[config.mk]
export PLATFORM = sky130hd
export DESIGN_NAME = pcc_capture_top
export DESIGN_NICKNAME = d
export VERILOG_FILES = /design/src/rtl/pcc_edge_detect.v /design/src/rtl/pcc_capture_top.v
export VERILOG_INCLUDE_DIRS = /design/src /design/src/include
export SDC_FILE = /design/constraint.sdc
export NUM_CORES = 1
export LEC_CHECK = 0
export ABC_AREA = 1
export BUFFER_PORTS_ARGS = -buffer_cell sky130_fd_sc_hd__buf_2
export CORE_MARGIN = 3
export CORE_UTILIZATION = 55
export DETAILED_ROUTE_END_ITERATION = 12
export HOLD_SLACK_MARGIN = 0.06
export PLACE_DENSITY = 0.84
export SLEW_MARGIN = 10
export SYNTH_ARGS = -nofsm -noshare
export SYNTH_HDL_FRONTEND = slang
export SYNTH_SLANG_ARGS = --single-unit
[constraint.sdc]
create_clock -name pclk -period 2.2 [get_ports pclk]
set_input_delay 0.22 -clock pclk [delete_from_list [all_inputs] [get_ports pclk]]
set_output_delay 0.22 -clock pclk [all_outputs]
set_load 0.02 [all_outputs]
[src/include/pcc_defines.vh]
// Constants for the counter array edge capture block
`ifndef PCC_DEFINES_VH
`define PCC_DEFINES_VH
`define PCC_NUM_MOD          6
`define PCC_CTRL_OFF         12'h0d8
`define PCC_MODE_BASE        12'h100
`define PCC_CAPL_BASE        12'h140
`define PCC_CAPH_BASE        12'h180
`define PCC_CNTL_OFF         12'h1c0
`define PCC_CNTH_OFF         12'h1c4
`define PCC_IEN_OFF          12'h1c8
`define PCC_CTRL_RESET       8'h00
`define PCC_BIT_OVF          7
`define PCC_BIT_RUN          6
`define PCC_MODE_RISE        0
`define PCC_MODE_FALL        1
`define PCC_IEN_MOD          0
`define PCC_IEN_OVF          1
`define PCC_MIN_WIDTH_CYC    2
`define PCC_CNT_MAX          16'hffff
`endif

[src/rtl/pcc_edge_detect.v]
// Capture input synchroniser, width filter and edge detector for one module
`timescale 1ns/1ps
module pcc_edge_detect (
  // Clock and reset
  input  wire       pclk,
  input  wire       presetn,
  // Capture input pin
  input  wire       capture_input_pin,
  // Edge selection
  input  wire       rising_edge_select,
  input  wire       falling_edge_select,
  // Capture request
  output reg        capture_req
);
`include "pcc_defines.vh"

  reg       sync1_q;
  reg       sync2_q;
  reg       stage_q;
  reg [1:0] run_q;
  reg       valid_q;
  reg       accept;

  // Two-flop synchroniser, then level run-length tracking
  always @(posedge pclk or negedge presetn) begin
    if (!presetn) begin
      sync1_q     <= 1'b0;
      sync2_q     <= 1'b0;
      stage_q     <= 1'b0;
      run_q       <= 2'h0;
      valid_q     <= 1'b0;
      capture_req <= 1'b0;
    end else begin
      sync1_q <= capture_input_pin;
      sync2_q <= sync1_q;
      stage_q <= sync2_q;
      if (sync2_q != stage_q)
        run_q <= 2'h1;
      else if (run_q != 2'h3)
        run_q <= run_q + 2'h1;
      // Level accepted only after two held cycles
      if (accept) begin
        valid_q <= stage_q;
      end
      capture_req <= accept && (stage_q != valid_q) &&
                     ((stage_q && rising_edge_select) || (!stage_q && falling_edge_select));
    end
  end

  // Level held long enough to count as valid
  always @* begin
    accept = (sync2_q == stage_q) && (run_q >= (`PCC_MIN_WIDTH_CYC - 1));
  end
endmodule // pcc_edge_detect

[src/rtl/pcc_capture_top.v]
// Counter array with six edge capture modules behind an APB slave
// Behaviour
// - A valid edge copies the counter into that module's 16-bit capture register.
// - Rising and falling select bits choose rising, falling or either edge.
// - Each capture sets the module event flag; interrupt raised when enabled.
// - Event flags stay set until software writes them clear.
// - Capture input counts only after holding a level two clock cycles.
// - Counter wrap from ffff to 0000 sets the overflow flag, bit 7.
// - Control bits 5..0 hold module event flags driving the shared interrupt.
`timescale 1ns/1ps
module pcc_capture_top (
  // Clock and reset
  input  wire        pclk,
  input  wire        presetn,
  // APB slave
  input  wire        psel,
  input  wire        penable,
  input  wire        pwrite,
  input  wire [11:0] paddr,
  input  wire [31:0] pwdata,
  output reg  [31:0] prdata,
  output reg         pready,
  output reg         pslverr,
  // Capture input pins
  input  wire [5:0]  capture_input_pin,
  // Interrupt requests
  output reg         module_event_irq,
  output reg         counter_overflow_irq
);
`include "pcc_defines.vh"

  // Register select codes from the address decoder
  localparam [2:0] SEL_NONE = 3'h0;
  localparam [2:0] SEL_CTRL = 3'h1;
  localparam [2:0] SEL_CNTL = 3'h2;
  localparam [2:0] SEL_CNTH = 3'h3;
  localparam [2:0] SEL_IEN  = 3'h4;
  localparam [2:0] SEL_MODE = 3'h5;
  localparam [2:0] SEL_CAPL = 3'h6;
  localparam [2:0] SEL_CAPH = 3'h7;

  // Architectural state
  reg  [7:0]  ctrl_q;
  reg  [15:0] count_q;
  reg  [1:0]  mode_q [0:5];
  reg  [15:0] cap_q  [0:5];
  reg  [1:0]  ien_q;

  // Decode results and next values
  wire [5:0]  cap_req;
  reg  [5:0]  flag_set;
  reg         ovf_set;
  reg  [2:0]  reg_sel;
  reg  [2:0]  mod_idx;
  reg         wr_en;
  reg         wr_ctrl;
  reg         wr_cnt_lo;
  reg         wr_cnt_hi;
  reg         wr_ien;
  reg  [5:0]  wr_mode;
  reg  [7:0]  ctrl_d;
  reg  [15:0] count_d;
  reg  [1:0]  ien_d;
  reg  [31:0] rdata_d;
  reg         hit_d;
  reg         pready_d;
  reg         pslverr_d;
  reg  [31:0] prdata_d;
  reg         evt_irq_d;
  reg         ovf_irq_d;
  integer     i;
  integer     j;

  // Module index from an address within a bank, or 7 on miss
  function [2:0] mod_index;
    input [11:0] addr;
    input [11:0] base;
    reg   [11:0] off;
    begin
      off = addr - base;
      if (addr >= base && off < 12'h018 && off[1:0] == 2'h0)
        mod_index = off[4:2];
      else
        mod_index = 3'h7;
    end
  endfunction

  // One-hot strobe for the addressed module
  function [5:0] mod_onehot;
    input       en;
    input [2:0] idx;
    begin
      mod_onehot = 6'h00;
      if (en && idx < 3'h6)
        mod_onehot[idx] = 1'b1;
    end
  endfunction

  // Zero-extended low or high byte of a 16-bit value
  function [31:0] byte_of;
    input [15:0] val;
    input        hi;
    begin
      if (hi)
        byte_of = {24'h000000, val[15:8]};
      else
        byte_of = {24'h000000, val[7:0]};
    end
  endfunction

  // Replace the low or high byte of a 16-bit value
  function [15:0] load_byte;
    input [15:0] val;
    input        hi;
    input [7:0]  b;
    begin
      if (hi)
        load_byte = {b, val[7:0]};
      else
        load_byte = {val[15:8], b};
    end
  endfunction

  // One filter and edge detector per module
  genvar g;
  generate
    for (g = 0; g < `PCC_NUM_MOD; g = g + 1) begin : g_mod
      pcc_edge_detect u_det (
        .pclk                (pclk),
        .presetn             (presetn),
        .capture_input_pin   (capture_input_pin[g]),
        .rising_edge_select  (mode_q[g][`PCC_MODE_RISE]),
        .falling_edge_select (mode_q[g][`PCC_MODE_FALL]),
        .capture_req         (cap_req[g])
      );
    end
  endgenerate

  // Address decoder: register select and module index
  always @* begin
    reg_sel = SEL_NONE;
    mod_idx = 3'h0;
    if (paddr == `PCC_CTRL_OFF) begin
      reg_sel = SEL_CTRL;
    end else if (paddr == `PCC_CNTL_OFF) begin
      reg_sel = SEL_CNTL;
    end else if (paddr == `PCC_CNTH_OFF) begin
      reg_sel = SEL_CNTH;
    end else if (paddr == `PCC_IEN_OFF) begin
      reg_sel = SEL_IEN;
    end else if (mod_index(paddr, `PCC_MODE_BASE) != 3'h7) begin
      reg_sel = SEL_MODE;
      mod_idx = mod_index(paddr, `PCC_MODE_BASE);
    end else if (mod_index(paddr, `PCC_CAPL_BASE) != 3'h7) begin
      reg_sel = SEL_CAPL;
      mod_idx = mod_index(paddr, `PCC_CAPL_BASE);
    end else if (mod_index(paddr, `PCC_CAPH_BASE) != 3'h7) begin
      reg_sel = SEL_CAPH;
      mod_idx = mod_index(paddr, `PCC_CAPH_BASE);
    end
  end

  // Write strobes, taken at the edge that samples pready high
  always @* begin
    wr_en     = psel && penable && pwrite && pready;
    wr_ctrl   = wr_en && (reg_sel == SEL_CTRL);
    wr_cnt_lo = wr_en && (reg_sel == SEL_CNTL);
    wr_cnt_hi = wr_en && (reg_sel == SEL_CNTH);
    wr_ien    = wr_en && (reg_sel == SEL_IEN);
    wr_mode   = mod_onehot(wr_en && (reg_sel == SEL_MODE), mod_idx);
  end

  // Hardware set terms for the control register
  always @* begin
    flag_set = cap_req;
    ovf_set  = ctrl_q[`PCC_BIT_RUN] && (count_q == `PCC_CNT_MAX);
  end

  // Counter next value: count while running, load bytes only while stopped
  always @* begin
    count_d = count_q;
    if (ctrl_q[`PCC_BIT_RUN]) begin
      count_d = count_q + 16'h0001;
    end else if (wr_cnt_lo) begin
      count_d = load_byte(count_q, 1'b0, pwdata[7:0]);
    end else if (wr_cnt_hi) begin
      count_d = load_byte(count_q, 1'b1, pwdata[7:0]);
    end
  end

  // Counter register
  always @(posedge pclk or negedge presetn) begin
    if (!presetn) begin
      count_q <= 16'h0000;
    end else begin
      count_q <= count_d;
    end
  end

  // Control next value: software write, hardware set wins
  always @* begin
    ctrl_d = ctrl_q;
    if (wr_ctrl)
      ctrl_d = pwdata[7:0];
    ctrl_d[`PCC_BIT_OVF] = ctrl_d[`PCC_BIT_OVF] | ovf_set;
    ctrl_d[5:0]          = ctrl_d[5:0] | flag_set;
  end

  // Control register
  always @(posedge pclk or negedge presetn) begin
    if (!presetn) begin
      ctrl_q <= `PCC_CTRL_RESET;
    end else begin
      ctrl_q <= ctrl_d;
    end
  end

  // Interrupt enable next value
  always @* begin
    ien_d = ien_q;
    if (wr_ien)
      ien_d = pwdata[1:0];
  end

  // Interrupt enable register
  always @(posedge pclk or negedge presetn) begin
    if (!presetn) begin
      ien_q <= 2'h0;
    end else begin
      ien_q <= ien_d;
    end
  end

  // Edge select bits per module
  always @(posedge pclk or negedge presetn) begin
    if (!presetn) begin
      for (i = 0; i < `PCC_NUM_MOD; i = i + 1) begin
        mode_q[i] <= 2'h0;
      end
    end else begin
      for (i = 0; i < `PCC_NUM_MOD; i = i + 1) begin
        if (wr_mode[i])
          mode_q[i] <= pwdata[1:0];
      end
    end
  end

  // Capture registers load the counter on a qualified edge
  always @(posedge pclk or negedge presetn) begin
    if (!presetn) begin
      for (j = 0; j < `PCC_NUM_MOD; j = j + 1) begin
        cap_q[j] <= 16'h0000;
      end
    end else begin
      for (j = 0; j < `PCC_NUM_MOD; j = j + 1) begin
        if (cap_req[j])
          cap_q[j] <= count_q;
      end
    end
  end

  // Read data select; unmapped addresses flag an error
  always @* begin
    rdata_d = 32'h0000_0000;
    hit_d   = 1'b1;
    case (reg_sel)
      SEL_CTRL: rdata_d = {24'h000000, ctrl_q};
      SEL_CNTL: rdata_d = byte_of(count_q, 1'b0);
      SEL_CNTH: rdata_d = byte_of(count_q, 1'b1);
      SEL_IEN:  rdata_d = {30'h0, ien_q};
      SEL_MODE: rdata_d = {30'h0, mode_q[mod_idx]};
      SEL_CAPL: rdata_d = byte_of(cap_q[mod_idx], 1'b0);
      SEL_CAPH: rdata_d = byte_of(cap_q[mod_idx], 1'b1);
      default:  hit_d   = 1'b0;
    endcase
  end

  // APB response next values: one wait state, pready in the access phase
  always @* begin
    pready_d  = 1'b0;
    pslverr_d = 1'b0;
    prdata_d  = prdata;
    if (psel && penable && !pready) begin
      pready_d  = 1'b1;
      pslverr_d = !hit_d;
      prdata_d  = pwrite ? 32'h0000_0000 : rdata_d;
    end
  end

  // APB response registers
  always @(posedge pclk or negedge presetn) begin
    if (!presetn) begin
      pready  <= 1'b0;
      prdata  <= 32'h0000_0000;
      pslverr <= 1'b0;
    end else begin
      pready  <= pready_d;
      prdata  <= prdata_d;
      pslverr <= pslverr_d;
    end
  end

  // Interrupt requests follow flags and enables
  always @* begin
    evt_irq_d = ien_q[`PCC_IEN_MOD] && (|ctrl_q[5:0]);
    ovf_irq_d = ien_q[`PCC_IEN_OVF] && ctrl_q[`PCC_BIT_OVF];
  end

  // Interrupt request registers
  always @(posedge pclk or negedge presetn) begin
    if (!presetn) begin
      module_event_irq     <= 1'b0;
      counter_overflow_irq <= 1'b0;
    end else begin
      module_event_irq     <= evt_irq_d;
      counter_overflow_irq <= ovf_irq_d;
    end
  end
endmodule // pcc_capture_top

### Word level (Yosys, flattened, before mapping)

Cells that the tools add are included.

* bits in registers: 212
* logic and storage cells: 267
* output and inout bits: 36

* muxes and demuxes: 62
* add/subtract/negate cells: 10
* reductions and logical operators: 78
* equality and inequality tests: 40
* $lt $le $gt $ge: 16
* bitwise operators: 3

Operators with widths (count)
* 3-bit two-way mux: 32
* 16-bit two-way mux: 5
* 8-bit one-hot mux with 7 select lines: 1
* 1-bit logical AND: 50
* 16-bit binary-select mux with 3-bit select: 1
* 12-bit by 9-bit equality test with 1-bit output (second input constant): 3
* 12-bit by 9-bit >= comparator with 1-bit output (second input constant): 3
* 12-bit by 5-bit less-than comparator with 1-bit output (second input constant): 3
* 12-bit by 9-bit subtractor with 12-bit output (second input constant): 3
* 32-bit two-way mux: 1
* 2-bit two-way mux: 14
* 16-bit by 1-bit adder with 16-bit output (second input constant): 1
* 16-bit equality test (second input constant): 1
* 2-bit nonzero test: 8
* 2-bit != test (second input constant): 7
* 2-bit by 1-bit adder with 2-bit output (second input constant): 6
* 12-bit by 8-bit equality test with 1-bit output (second input constant): 1
* 3-bit equality test (second input constant): 4
* 2-bit by 1-bit >= comparator with 1-bit output (second input constant): 6
* 1-bit != test: 12
* 3-bit != test (second input constant): 3
* 1-bit logical NOT: 8
* 8-bit two-way mux: 1
* 7-bit OR reduction: 1
* other kinds (18): 34

### Longest topological paths before layout

Gate-level depths: netlist (run 1).

* depth after elaboration: 36
* gate-level depth with buffers: 20
* depth with buffers taken out: 20

### Hierarchy

Synthesis (run 1) repeated with hierarchy kept, for this count alone.

* cell total of the unflattened synthesis: 1205
* area total of the unflattened synthesis: 9680.5 µm²

By module, submodules not included
* pcc_capture_top: area an instance 7818.7 µm², cells each 1007, instances 1
* pcc_edge_detect: area an instance 310.3 µm², cells each 33, instances 6

### Worst setup path before layout (run 1)

Ideal clock, no wire load.

* kind: input to register
* start: input paddr[7]
* end: register prdata[0]
* setup slack: 255 ps
* arrival time: 1829 ps
* library setup time: 117 ps
* stages on the path: 18
* data required time: 2083 ps
* path buffers: 1
* cell sequence: inv_1 ha_1 nand2_1 inv_1 nand2_1 nor2_1 nand3_2 nand2_2 nor2_2 nor2_4 buf_2 nand4_1 nand3_1 nor2_1 nor2_1 nand2_1 nand2_1 nand2_1

* word-level cells in the longest chain between the ends: 25

RTL lines
* start, declared: line pcc_capture_top.v:19 `input wire [11:0] paddr,`
* 12-bit by 9-bit subtractor with 12-bit output: line pcc_capture_top.v:80 `off = addr - base;`
* 12-bit by 5-bit less-than comparator with 1-bit output: line pcc_capture_top.v:81 `if (addr >= base && off < 12'h018 && off[1:0] == 2'h0)`
* 1-bit logical AND (2 in a row): line pcc_capture_top.v:81
* 3-bit two-way mux: line pcc_capture_top.v:81
* 3-bit two-way mux: line pcc_capture_top.v:154 `` end else if (mod_index(paddr, `PCC_CAPL_BASE) != 3'h7) begin ``
* 3-bit two-way mux: line pcc_capture_top.v:151 `` end else if (mod_index(paddr, `PCC_MODE_BASE) != 3'h7) begin ``
* 3-bit two-way mux: line pcc_capture_top.v:149 `` end else if (paddr == `PCC_IEN_OFF) begin ``
* 3-bit two-way mux: line pcc_capture_top.v:147 `` end else if (paddr == `PCC_CNTH_OFF) begin ``
* [... 7 more ...]
* 3-bit two-way mux: line pcc_capture_top.v:147
* 3-bit two-way mux: line pcc_capture_top.v:145 `` end else if (paddr == `PCC_CNTL_OFF) begin ``
* 3-bit two-way mux: line pcc_capture_top.v:143 `` if (paddr == `PCC_CTRL_OFF) begin ``
* 3-bit NOT with 4-bit output (not written as such): line pcc_capture_top.v:271, pcc_capture_top.v:272, pcc_capture_top.v:273
* 16-bit binary-select mux with 3-bit select / 2-bit binary-select mux with 3-bit select (equally long branches): line pcc_capture_top.v:272, pcc_capture_top.v:273, pcc_capture_top.v:271
* 16-bit two-way mux (not written as such) / 2-bit two-way mux (equally long branches) (2 in a row): line pcc_capture_top.v:273, pcc_capture_top.v:271
* 8-bit one-hot mux with 7 select lines *: line pcc_capture_top.v:266 `case (reg_sel)`
* 32-bit two-way mux *: line pcc_capture_top.v:286 `prdata_d = pwrite ? 32'h0000_0000 : rdata_d;`
* end signal, assigned: line pcc_capture_top.v:298 `prdata <= prdata_d;`
* end, declared: line pcc_capture_top.v:21 `output reg [31:0] prdata,`

Mark *: on every way between the ends. The rest lies on a longest branch, timed or not. The select of a mux whose other input is x is not followed.
A chain may end at the register's enable or synchronous reset.

### Worst setup path in the final report (run 1)

* start: register count_q[1]
* end: register count_q[14]

* word-level cells in the longest chain between the ends: 2

RTL lines
* start, declared: line pcc_capture_top.v:44 `reg [15:0] count_q;`
* start signal, assigned: line pcc_capture_top.v:196 `count_q <= count_d;`
* 16-bit by 1-bit adder with 16-bit output: line pcc_capture_top.v:183 `count_d = count_q + 16'h0001;`
* 16-bit two-way mux: line pcc_capture_top.v:182 `` if (ctrl_q[`PCC_BIT_RUN]) begin ``

No other way between the ends.

==> out/results.ini, run 1 <==
[outcome]
status=finished clean

[sta]
clock.fmax_mhz=488
whs_ns=0.0906
rsz0062_at_grt=false
post-route-min-period_ns=2.05
skew_ns=0.0104
finalCritPeriodShare_pct=93.1
slew_viol_final=0
hold_viol=0
setup_viol=0

[global_routing]
grt_pass1_wl_um=41200
grt_max_degree=58
grt_overflow=0
grt_antenna_before_repair=0
grt_use_total_pct=27.8
grt_pass1_vias=8412

[detailed_routing]
drtPass1Iterations=6
drt-wirelength-per-cell_um=16.1
routed_wirelength_um=24900
vias=8631
ant_nets=0
vias_per_cell=5.58
drt-initial-drc-count=940
drc=0

[finish]
fillers=1328
multi_input_area_um2=3960
syn_to_final_growth_pct=16.3
final_util_pct=66.3
final_area_um2=11100
drive_above_1_share_pct=13.9
n_antenna_cell=0
regArea_um2=4700
final_cells=1546
nets=1383

[floorplanning]
fp.dieW_um=138
core_um2=16800
die_area_um2=19000
ios=91
num_rows=47
initial_core_util_pct=57.0
chipHeight_um=138

[pwr]
vdd_ir_drop_max_mv=0.621
leakage_nw=5.63
power.total_w=0.00816
p_per_area_nw_per_um2=732

[synthesis]
async_reset_ff_share_pct=100
syn-cell-area_um2=9580
yosysSeqAreaShare_pct=49.1
synth.avg_cell_area_um2=7.93
ys_top_cells_by_area=dfrtp_1 49%, nand2_1 10%, o21ai_0 6.4%
yosysWarnings=0
synth_seq_cells=188
synthCells=1209
synth_edf_count=0
synth_top_area_cell=dfrtp_1
ys.flop_type=dfrtp_1
synth_cell_types=39
yosysTopAreaCellShare_pct=49.1

[setup_path]
worst-setup-path-type=reg -> reg
timing.rr.end=count_q[14]$_DFFE_PN0P_
cp-start-kind=flip-flop
reg2reg_from=count_q[1]$_DFFE_PN0P_
r2r_cells=11
r2r_slack_ns=0.15
critPathCaptureType=flip-flop
crit_path_max_fanout=5
cp.arrival_ns=2.41
required_ns=2.56

[clock_network]
cts_setup_buffers=0
cts_buffers=17
cts_root_buffer=clkbuf_16
path_clk_slew_ns=0.07
clkSinkCount=188
htreeDepth=4
cts_tree=done
clockBufferDepth=2
clk-insertion-delay-late_ns=0.44

[placement]
place.gp.congestion=0.936
dp_hpwl_um=17500
placed_area_um2=10400
dp.cells=1498
place.port_buffers=42

[hold_path]
hp-start=pwdata[7]
hold_end=ctrl_q[7]$_DFF_PN0_
min_path_cells=3
hold_path_class=in -> reg

[flow_run]
cap_viol_max_count=0

[metal layers]
| metal | vias up | GRT usage [%] | share of wire [%] | wire length, µm |
|---|---|---|---|---|
| li1 | 4064 | - | - | - |
| met1 | 4032 | 35.6 | 39 | 9630 |
| met5 | - | 0 | 0 | 0 |
| met3 | 78 | 5.55 | 9.7 | 2430 |
| met4 | 0 | 11.8 | 3.9 | 967 |
| met2 | 457 | 46.1 | 48 | 11900 |
[flip-flops by register name (all words and copies together), names as in the netlist]
register	flops
ien_q	2
count_q	16
g_mod.u_det.sync1_q	6
g_mod.u_det.capture_req	6
g_mod.u_det.valid_q	6
pslverr	1
module_event_irq	1
ctrl_q	8
prdata	8
g_mod.u_det.sync2_q	6
pready	1
g_mod.u_det.run_q	12
g_mod.u_det.stage_q	6
mode_q	12
cap_q	96
counter_overflow_irq	1
[layout make-up]
class / count / area share, %
flip-flops and latches: 188 / 42.2
well taps: 220 / 2.47
clock inverters: 12 / 0.932
clock buffers: 20 / 4.01
multi-input cells: 811 / 35.6
repair buffers: 133 / 9.35
inverters: 162 / 5.46
[layout by cell type, fill, tap and decap left out, drive strengths merged, types with 2 or more instances in the layout]
cell type and count:
dlygate4sd3 16, a21oi 64, o21a 2, nand4 26, o21ai 135, or2 2, o31ai 3, nand3 66
inv 165, nor3 22, clkbuf 21, buf 116, dfrtp 188, clkinv 5, xor2 6, o22ai 13
nand2 259, nor2 148, a31oi 13, conb 24, ha 15, clkinvlp 4, o32ai 3, nor4 3
o221ai 2
[worst max-delay path, stage by stage (launching register included)]
cell and delay, ns:
dfrtp_1 0.43, ha_1 0.21, nand3_1 0.18, nor3_4 0.22, nand2_1 0.10, inv_1 0.08, nand3_1 0.20, o21ai_1 0.21
nand2_1 0.06, o21ai_0 0.16, nand2_1 0.06, o21ai_0 0.07
[synth_stat cells, types with 3 or more instances]
| master | n |
|---|---|
| nand3_2 | 6 |
| buf_4 | 27 |
| nor2_1 | 140 |
| a31oi_1 | 13 |
| nand4_1 | 25 |
| nand3_4 | 4 |
| clkbuf_1 | 30 |
| ha_1 | 15 |
| xor2_1 | 6 |
| o21ai_0 | 123 |
| buf_2 | 10 |
| nor3_1 | 22 |
| nor4_1 | 3 |
| o31ai_1 | 3 |
| o22ai_1 | 13 |
| o21ai_1 | 12 |
| buf_6 | 4 |
| nor2_4 | 6 |
| o32ai_1 | 3 |
| inv_2 | 9 |
| nand2_1 | 254 |
| dfrtp_1 | 188 |
| a21oi_1 | 64 |
| clkinv_1 | 3 |
| nand2_4 | 3 |
| inv_1 | 150 |
| nand3_1 | 56 |
[cell families after synthesis]
| group | after synthesis | synth area share, % |
|---|---|---|
| other | 1 | 0.0391 |
| XOR/XNOR | 6 | 0.548 |
| adder cells (fa/ha/maj) | 15 | 1.96 |
| AO/OA/AOI/OAI | 240 | 13.4 |
| buffers and inverters | 233 | 10.6 |
| AND/OR/NAND/NOR | 526 | 24.4 |
| flip-flops | 188 | 49.1 |
[metrics by stage]
stage / TNS [ns] / setup slack, ns
6_report: 0 / 0.153
5_1_grt: 0 / 0.0149
4_1_cts: 0 / 0.0266
3_5_place_dp: -0.539 / -0.156
3_3_place_gp: -0.303 / -0.0758
2_1_floorplan: 0 / 0.255
[worst max-delay path by stage]
stage / cells after the start / endpoint / slack (ns) / from
after floorplan: 18 / prdata[0]$_DFFE_PN0P_ / 0.25 / paddr[7]
after global placement: 19 / prdata[4]$_DFFE_PN0P_ / -0.08 / paddr[7]
after detailed placement: 18 / prdata[7]$_DFFE_PN0P_ / -0.16 / paddr[7]
after CTS: 11 / count_q[14]$_DFFE_PN0P_ / 0.03 / count_q[1]$_DFFE_PN0P_
after global routing: 11 / count_q[14]$_DFFE_PN0P_ / 0.01 / count_q[1]$_DFFE_PN0P_
final: 11 / count_q[14]$_DFFE_PN0P_ / 0.15 / count_q[1]$_DFFE_PN0P_
[report_power, final]
group | total, W | leakage (nW) | switching, W | internal [W]
Sequential | 0.00395 | 2.47 | 0.000247 | 0.00371
Clock | 0.00290 | 0.259 | 0.00139 | 0.00151
Combinational | 0.00131 | 2.90 | 0.000868 | 0.000442
Total | 0.00816 | 5.63 | 0.00250 | 0.00566
[timing repair]
item                                    CTS  global route
resized for setup                         0             4
hold endpoints to repair                 67             0
endpoints found under the setup margin    0             4
hold buffers                             16             0
No activity file was read; power rests on OpenSTA's default activity.
==> run 2: changes to the inputs <==
Settings changed: PLACE_DENSITY 0.84 to 0.79.
==> run 2 against run 1 <==
Clock power up 5%. Flip-flop and latch count unchanged. Worst hold slack worse by 0.0060 ns. Utilization up 0.42 points. Cell area up 0.64%. Die area unchanged. Register-to-register slack better by 0.06 ns. Routed wire length up 4.9%. Non-clock buffer count up 4. Largest cell class unchanged.
==> out/results.ini, run 2 (synthesized netlist as in run 1, its figures left out) <==
[hold_path]
hold_path_class=in -> reg  ; unchanged

[finish]
nets=1387  ; was 1383
reg_top3=cap_q: 96 flops, count_q: 16 flops  ; unchanged
final_cell_mix=254 x nand2_1, 188 x dfrtp_1, 150 x inv_1, 140 x nor2_1, 121 x o21ai_0  ; was 254 x nand2_1, 188 x dfrtp_1, 150 x inv_1, 140 x nor2_1, 122 x o21ai_0
drive_above_1_share_pct=14.4  ; was 13.9%
syn_to_final_growth_pct=17.0  ; was 16.3%
layout_commonest_cell=nand2_1  ; unchanged
n_antenna_cell=0  ; unchanged
largest_register_ffs=96  ; unchanged
final_util_pct=66.7  ; was 66.3%
top_register=cap_q  ; unchanged
final_cells=1550  ; was 1546

[placement]
place.gp.congestion=0.933  ; was 0.936
dp.cells=1503  ; was 1498
dp_hpwl_um=18100  ; was 17500 µm
place.port_buffers=42  ; unchanged

[clock_network]
cts_buffers=17  ; unchanged
htreeDepth=4  ; unchanged
clockBufferDepth=2  ; unchanged
clk-insertion-delay-late_ns=0.43  ; was 0.44 ns
path_clk_slew_ns=0.07  ; about the same
clkSinkCount=188  ; unchanged
cts_root_buffer=clkbuf_16  ; unchanged
cts_tree=done  ; unchanged
cts_setup_buffers=0  ; unchanged

[sta]
hold_viol=0  ; unchanged
setup_viol=0  ; unchanged
fin_tns_setup_ns=0  ; unchanged
rsz0062_at_grt=false  ; unchanged
finalCritPeriodShare_pct=90.4  ; was 93.1%
post-route-min-period_ns=1.99  ; was 2.05 ns
tightest_slew_ns=0.546
clock.fmax_mhz=503  ; was 488 MHz
skew_ns=0.00602  ; was 0.0104 ns
maxSlewHeadroom_pct=63.6
slew_viol_final=0  ; unchanged

[floorplanning]
fp.dieW_um=138  ; unchanged
initial_core_util_pct=57.0  ; unchanged
die_area_um2=19000  ; unchanged
ios=91  ; unchanged
chipHeight_um=138  ; unchanged
core_um2=16800  ; unchanged
num_rows=47  ; unchanged

[setup_path]
crit_chain=nand3_1, nor4_1, nand2_1, nor2_1, nand3_1, a21boi_0, o22ai_1, o21a_1  ; was ha_1, nand3_1, nor3_4, nand2_1, inv_1, nand3_1, o21ai_1, nand2_1, o21ai_0, nand2_1, o21ai_0
crit_path_max_fanout=6  ; was 5
required_ns=2.52  ; was 2.56 ns
critPathBufInv=0  ; was 1
worst-setup-path-type=reg -> reg  ; unchanged
critPathCaptureType=flip-flop  ; unchanged
cp_common_cell=nand3_1  ; was nand2_1
cp_slowest_stage_delay_ns=0.48  ; was 0.43 ns
critPathSlowestCell=dfrtp_1  ; unchanged
cp.arrival_ns=2.31  ; was 2.41 ns
cp-start-kind=flip-flop  ; unchanged
crit_family=simple AND/OR/NAND/NOR gates  ; unchanged

[global_routing]
grt_use_total_pct=28.6  ; was 27.8%
grt_pass1_vias=8404  ; was 8412
grt_antenna_before_repair=0  ; unchanged
grt_overflow=0  ; unchanged
grt_pass1_wl_um=42200  ; was 41200 µm
grt_max_degree=65  ; was 58

[pwr]
p_per_area_nw_per_um2=738  ; was 732 nW/µm²
leakage_nw=5.67  ; was 5.63 nW
vdd_ir_drop_max_mv=0.557  ; was 0.621 mV

[detailed_routing]
vias_per_cell=5.67  ; was 5.58
ant_nets=0  ; unchanged
drc=0  ; unchanged
drt-wirelength-per-cell_um=16.9  ; was 16.1 µm
vias=8790  ; was 8631
drt-initial-drc-count=1007  ; was 940
drtPass1Iterations=8  ; was 6
routed_wirelength_um=26200  ; was 24900 µm

[flow_run]
cap_viol_max_count=0  ; unchanged

[outcome]
status=finished clean  ; unchanged

## run 2: changes by cell type in the layout (fill, tap and decap cells not counted), sizes merged
cell,change
buf,+5
dlygate4sd3,-1
clkinv,+1
clkbuf,-1
clkinvlp,+1
inv,-2
bufinv,+1
## run 2: where the power goes
group | switching (W) | internal (W)
clock network | 0.00140 | 0.00165
logic | 0.000856 | 0.000432
registers | 0.000238 | 0.00371
## run 2: cell type report
cell class,instances,area [µm²]
fillers,1328,5600
flip-flops and latches,188,4700
multi-input cells,811,3960
repair buffers,137,1080
inverters,162,608
clock buffers,19,453
well taps,220,275
clock inverters,13,135
## run 2: repair_timing
item | 4_1_cts | 5_1_grt
resized for setup | 0 | 4
hold buffers | 14 | 1
hold endpoints to repair | 72 | 1
endpoints found under the setup margin | 0 | 3
## run 2: worst min-delay path, delay by kind of cell
| kind | cells | cell delay (ns) |
|---|---|---|
| buffers and inverters | 1 | 0.12 |
| AO/OA/AOI/OAI | 1 | 0.08 |
| AND/OR/NAND/NOR | 1 | 0.06 |
## run 2: final timing paths
check / from / to / slack (ns) / cells after the start
max in group asynchronous: presetn / count_q[0]$_DFFE_PN0P_ / 1.17 / 3
worst min register to register: g_mod[2].u_det.sync1_q$_DFF_PN0_ / g_mod[2].u_det.sync2_q$_DFF_PN0_ / 0.35 / 0
min in group asynchronous: presetn / cap_q[44]$_DFFE_PN0P_ / 0.34 / 2
worst max register to register: count_q[5]$_DFFE_PN0P_ / count_q[13]$_DFFE_PN0P_ / 0.21 / 8
worst min-delay path: pwdata[3] / ctrl_q[3]$_DFF_PN0_ / 0.08 / 3
worst max-delay path: count_q[5]$_DFFE_PN0P_ / count_q[13]$_DFFE_PN0P_ / 0.21 / 8
## run 2: per-layer routing
| layer | up-vias | wire length, µm | track usage, % |
|---|---|---|---|
| li1 | 4076 | - | - |
| met1 | 4187 | 10300 | 38.5 |
| met2 | 464 | 12500 | 46.4 |
| met3 | 63 | 2650 | 6.53 |
| met4 | 0 | 661 | 8.95 |
| met5 | - | 0 | 0 |
## run 2: through the flow
step                      instance area, µm²  power, W  hold slack [ns]  worst slack [ns]
after floorplan                         9670   0.00473          -0.0756             0.255
after global placement                 10500   0.00514            0.248           -0.0923
after detailed placement               10500   0.00523            0.246            -0.177
after CTS                              11200   0.00827           0.0608             0.214
after global routing                   11200   0.00864           0.0730         0.0000249
final                                  11200   0.00828           0.0847             0.211
==> run 3: changes to the inputs <==
Settings changed: ABC_AREA 1 to not set.
==> run 3 against run 2 <==
The flow now finishes with violations (negative setup slack). Combinational power decreased by 24%. Area after synthesis fell by 2.8%. Cell area up 4.0%. Routed wire length rose by 5.6%. Global-route usage down 0.91 points. Power fell by 6.2%. Via count down 12%. Non-clock buffer count increased by 39. First-iteration DRC count shrank 5.7%.
==> out/results.ini, run 3 <==
[finish]
nets=1049  ; was 1387
drive_above_1_share_pct=39.2  ; was 14.4%
final_area_um2=11700  ; was 11200 µm²
syn_to_final_growth_pct=25.2  ; was 17.0%
n_antenna_cell=0  ; unchanged
multi_input_area_um2=4650  ; was 3960 µm²
regArea_um2=4700  ; unchanged
final_cell_mix=188 x dfrtp_1, 110 x mux2_2, 109 x buf_4, 68 x nand2_1, 37 x buf_2  ; was 254 x nand2_1, 188 x dfrtp_1, 150 x inv_1, 140 x nor2_1, 121 x o21ai_0
fillers=1060  ; was 1328
layout_commonest_cell=dfrtp_1  ; was nand2_1
top_register=cap_q  ; unchanged
largest_register_ffs=96  ; unchanged
reg_top3=cap_q: 96 flops, count_q: 16 flops  ; unchanged

[sta]
skew_ns=0.00935  ; was 0.00602 ns
rsz0062_at_grt=true  ; was false
hold_viol=0  ; unchanged
fin_tns_setup_ns=-1.11  ; was 0 ns
setup_viol=13  ; was 0
maxSlewHeadroom_pct=31.8  ; was 63.6%
whs_ns=0.0834  ; was 0.0847 ns
slew_viol_final=0  ; unchanged
finalCritPeriodShare_pct=108  ; was 90.4%
fin_ws_ns=-0.180  ; was 0.211 ns
tightest_slew_ns=1.02  ; was 0.546 ns
post-route-min-period_ns=2.38  ; was 1.99 ns
clock.fmax_mhz=420  ; was 503 MHz

[synthesis]
yosysTopAreaCellShare_pct=50.5  ; was 49.1%
synth_edf_count=0  ; unchanged
ys_top_cells_by_count=188 x dfrtp_1, 111 x mux2_2, 73 x nand2_1  ; was 254 x nand2_1, 188 x dfrtp_1, 150 x inv_1
syn-cell-area_um2=9310  ; was 9580 µm²
async_reset_ff_share_pct=100  ; unchanged
synth_seq_cells=188  ; unchanged
yosysWarnings=0  ; unchanged
synth_cell_types=74  ; was 39
ys.flop_type=dfrtp_1  ; unchanged
synth_top_area_cell=dfrtp_1  ; unchanged
synthCells=834  ; was 1209
synth.avg_cell_area_um2=11.2  ; was 7.93 µm²
ys_top_cells_by_area=dfrtp_1 51%, mux2_2 13%, nand2_1 2.9%  ; was dfrtp_1 49%, nand2_1 10%, o21ai_0 6.4%
yosysSeqAreaShare_pct=50.5  ; was 49.1%
synth.most_common_cell=dfrtp_1  ; was nand2_1

[setup_path]
critPathCaptureType=flip-flop  ; unchanged
cp.arrival_ns=2.70  ; was 2.31 ns
cp-start-kind=primary input  ; was flip-flop
required_ns=2.52  ; about the same
crit_path_max_fanout=4  ; was 6
worst-setup-path-type=in -> reg  ; was reg -> reg

[placement]
place.port_buffers=42  ; unchanged
place.gp.congestion=0.900  ; was 0.933
placed_area_um2=10400  ; was 10500 µm²
dp_hpwl_um=17100  ; was 18100 µm

[detailed_routing]
ant_nets=0  ; unchanged
routed_wirelength_um=27600  ; was 26200 µm
drt-wirelength-per-cell_um=22.9  ; was 16.9 µm
drt-initial-drc-count=950  ; was 1007
drc=0  ; unchanged
vias=7692  ; was 8790
vias_per_cell=6.37  ; was 5.67
drtPass1Iterations=5  ; was 8

[global_routing]
grt_use_met1_pct=35.0  ; was 38.5%
top_usage_layer=met2  ; unchanged
grtUsageMet2_pct=46.4  ; about the same
met3_usage_pct=6.14  ; was 6.53%
grt_pass1_wl_um=39400  ; was 42200 µm
grt_max_degree=56  ; was 65
grt_overflow=0  ; unchanged
grt_use_total_pct=27.7  ; was 28.6%
grt_pass1_vias=7530  ; was 8404
grt_antenna_before_repair=0  ; unchanged

[outcome]
failed_checks=negative setup slack
status=finished, violations left  ; was finished clean

[pwr]
p_switching_w=0.00213  ; was 0.00249 W
power.total_w=0.00776  ; was 0.00828 W
switching_share_pct=27.4  ; was 30.1%
p_int_w=0.00563  ; was 0.00579 W
vdd_ir_drop_max_mv=0.686  ; was 0.557 mV
power_frac_seq_pct=48.6  ; was 47.6%
combPwrFrac_pct=12.7  ; was 15.6%
power_frac_clock_pct=38.7  ; was 36.8%
p_per_area_nw_per_um2=665  ; was 738 nW/µm²
leakage_nw=5.54  ; was 5.67 nW

[floorplanning]
core_um2=16200  ; was 16800 µm²
fp.dieW_um=136  ; was 138 µm
initial_core_util_pct=57.4  ; was 57.0%
die_area_um2=18500  ; was 19000 µm²
chipHeight_um=136  ; was 138 µm
num_rows=46  ; was 47
ios=91  ; unchanged

[flow_run]
cap_viol_max_count=0  ; unchanged

[clock_network]
path_clk_slew_ns=0.07  ; about the same
cts_buffers=17  ; unchanged
cts_tree=done  ; unchanged
cts_root_buffer=clkbuf_16  ; unchanged
clkSinkCount=188  ; unchanged
clk-insertion-delay-late_ns=0.44  ; was 0.43 ns
htreeDepth=4  ; unchanged
clockBufferDepth=2  ; unchanged

[hold_path]
hold_path_class=in -> reg  ; unchanged

[run 3: cell types whose count changed after synthesis, sizes merged, moves of 44 or more]
cell / delta
inv: -133
mux2: +111
nand2: -186
nand3: -44
nor2: -110
o21ai: -94
[run 3: routing by layer]
metal  vias to the layer above  part of all wire (%)  wire [µm]
li1                       3239                     -          -
met4                         0                   4.6       1270
met2                       490                    49      13600
met3                       124                   8.5       2340
met5                         -                     0          0
met1                      3839                    38      10400
[run 3: cells by family after synthesis]
| kind of cell | share of synthesized area [%] |
|---|---|
| compound gates | 12.0 |
| buf+inv | 5.41 |
| other cells | 0.0403 |
| mux | 16.0 |
| fa+ha+maj | 2.02 |
| flops | 50.5 |
| simple gates | 11.9 |
| xor+xnor | 2.16 |
[run 3: power by group through the flow]
stage / logic [W] / registers [W] / clock network (W)
floorplan: 0.000616 / 0.00380 / 0
global placement: 0.000844 / 0.00381 / 0
detailed placement: 0.000894 / 0.00384 / 0
global route: 0.00109 / 0.00380 / 0.00315
CTS: 0.000941 / 0.00377 / 0.00302
finish: 0.000982 / 0.00377 / 0.00300
[run 3: per-stage QoR]
| stage | std cells | utilization (%) | setup slack [ns] |
|---|---|---|---|
| after global routing | 1208 | 71.9 | -0.182 |
| after detailed placement | 1148 | 64.2 | -0.631 |
| after floorplan | 857 | - | -0.307 |
| after global placement | 1148 | 64.2 | -0.532 |
| after CTS | 1202 | 69.9 | -0.0123 |
| final | 1208 | 71.9 | -0.180 |
[run 3: worst paths after layout]
path / endpoint / start / cells after the start / slack, ns
min in group asynchronous: count_q[5]$_DFFE_PN0P_ / presetn / 2 / 0.31
worst min register to register: g_mod[3].u_det.sync2_q$_DFF_PN0_ / g_mod[3].u_det.sync1_q$_DFF_PN0_ / 0 / 0.35
worst min-delay path: count_q[5]$_DFFE_PN0P_ / pwdata[5] / 3 / 0.08
worst max-delay path: prdata[1]$_DFFE_PN0P_ / paddr[7] / 13 / -0.18
worst max register to register: mode_q[6]$_DFFE_PN0P_ / pready$_DFF_PN0_ / 5 / 0.18
max in group asynchronous: cap_q[43]$_DFFE_PN0P_ / presetn / 3 / 1.15
[run 3: layout make-up]
| class | count | area share [%] |
|---|---|---|
| clock buffers | 19 | 3.71 |
| inverters | 26 | 0.837 |
| flip-flops and latches | 188 | 40.3 |
| repair buffers | 176 | 11.9 |
| multi-input cells | 570 | 39.8 |
| clock inverters | 13 | 1.12 |
| well taps | 216 | 2.32 |
[run 3: timing repair]
action                     CTS  global route
hold endpoints to repair    62             0
hold buffers                11             0
setup endpoints to repair   16            20
buffers inserted            11             5
resized for setup           39            48
gates cloned                 1             1
pin swaps                   21            11
[run 3: critical path, stage by stage]
cell	delay, ns
buf_2	0.12
inv_1	0.06
ha_2	0.21
o21ba_2	0.22
o211ai_1	0.31
a21oi_2	0.14
o21a_1	0.21
or3_4	0.38
buf_4	0.16
buf_4	0.14
nor2_1	0.14
nor3_1	0.08
o41a_1	0.30
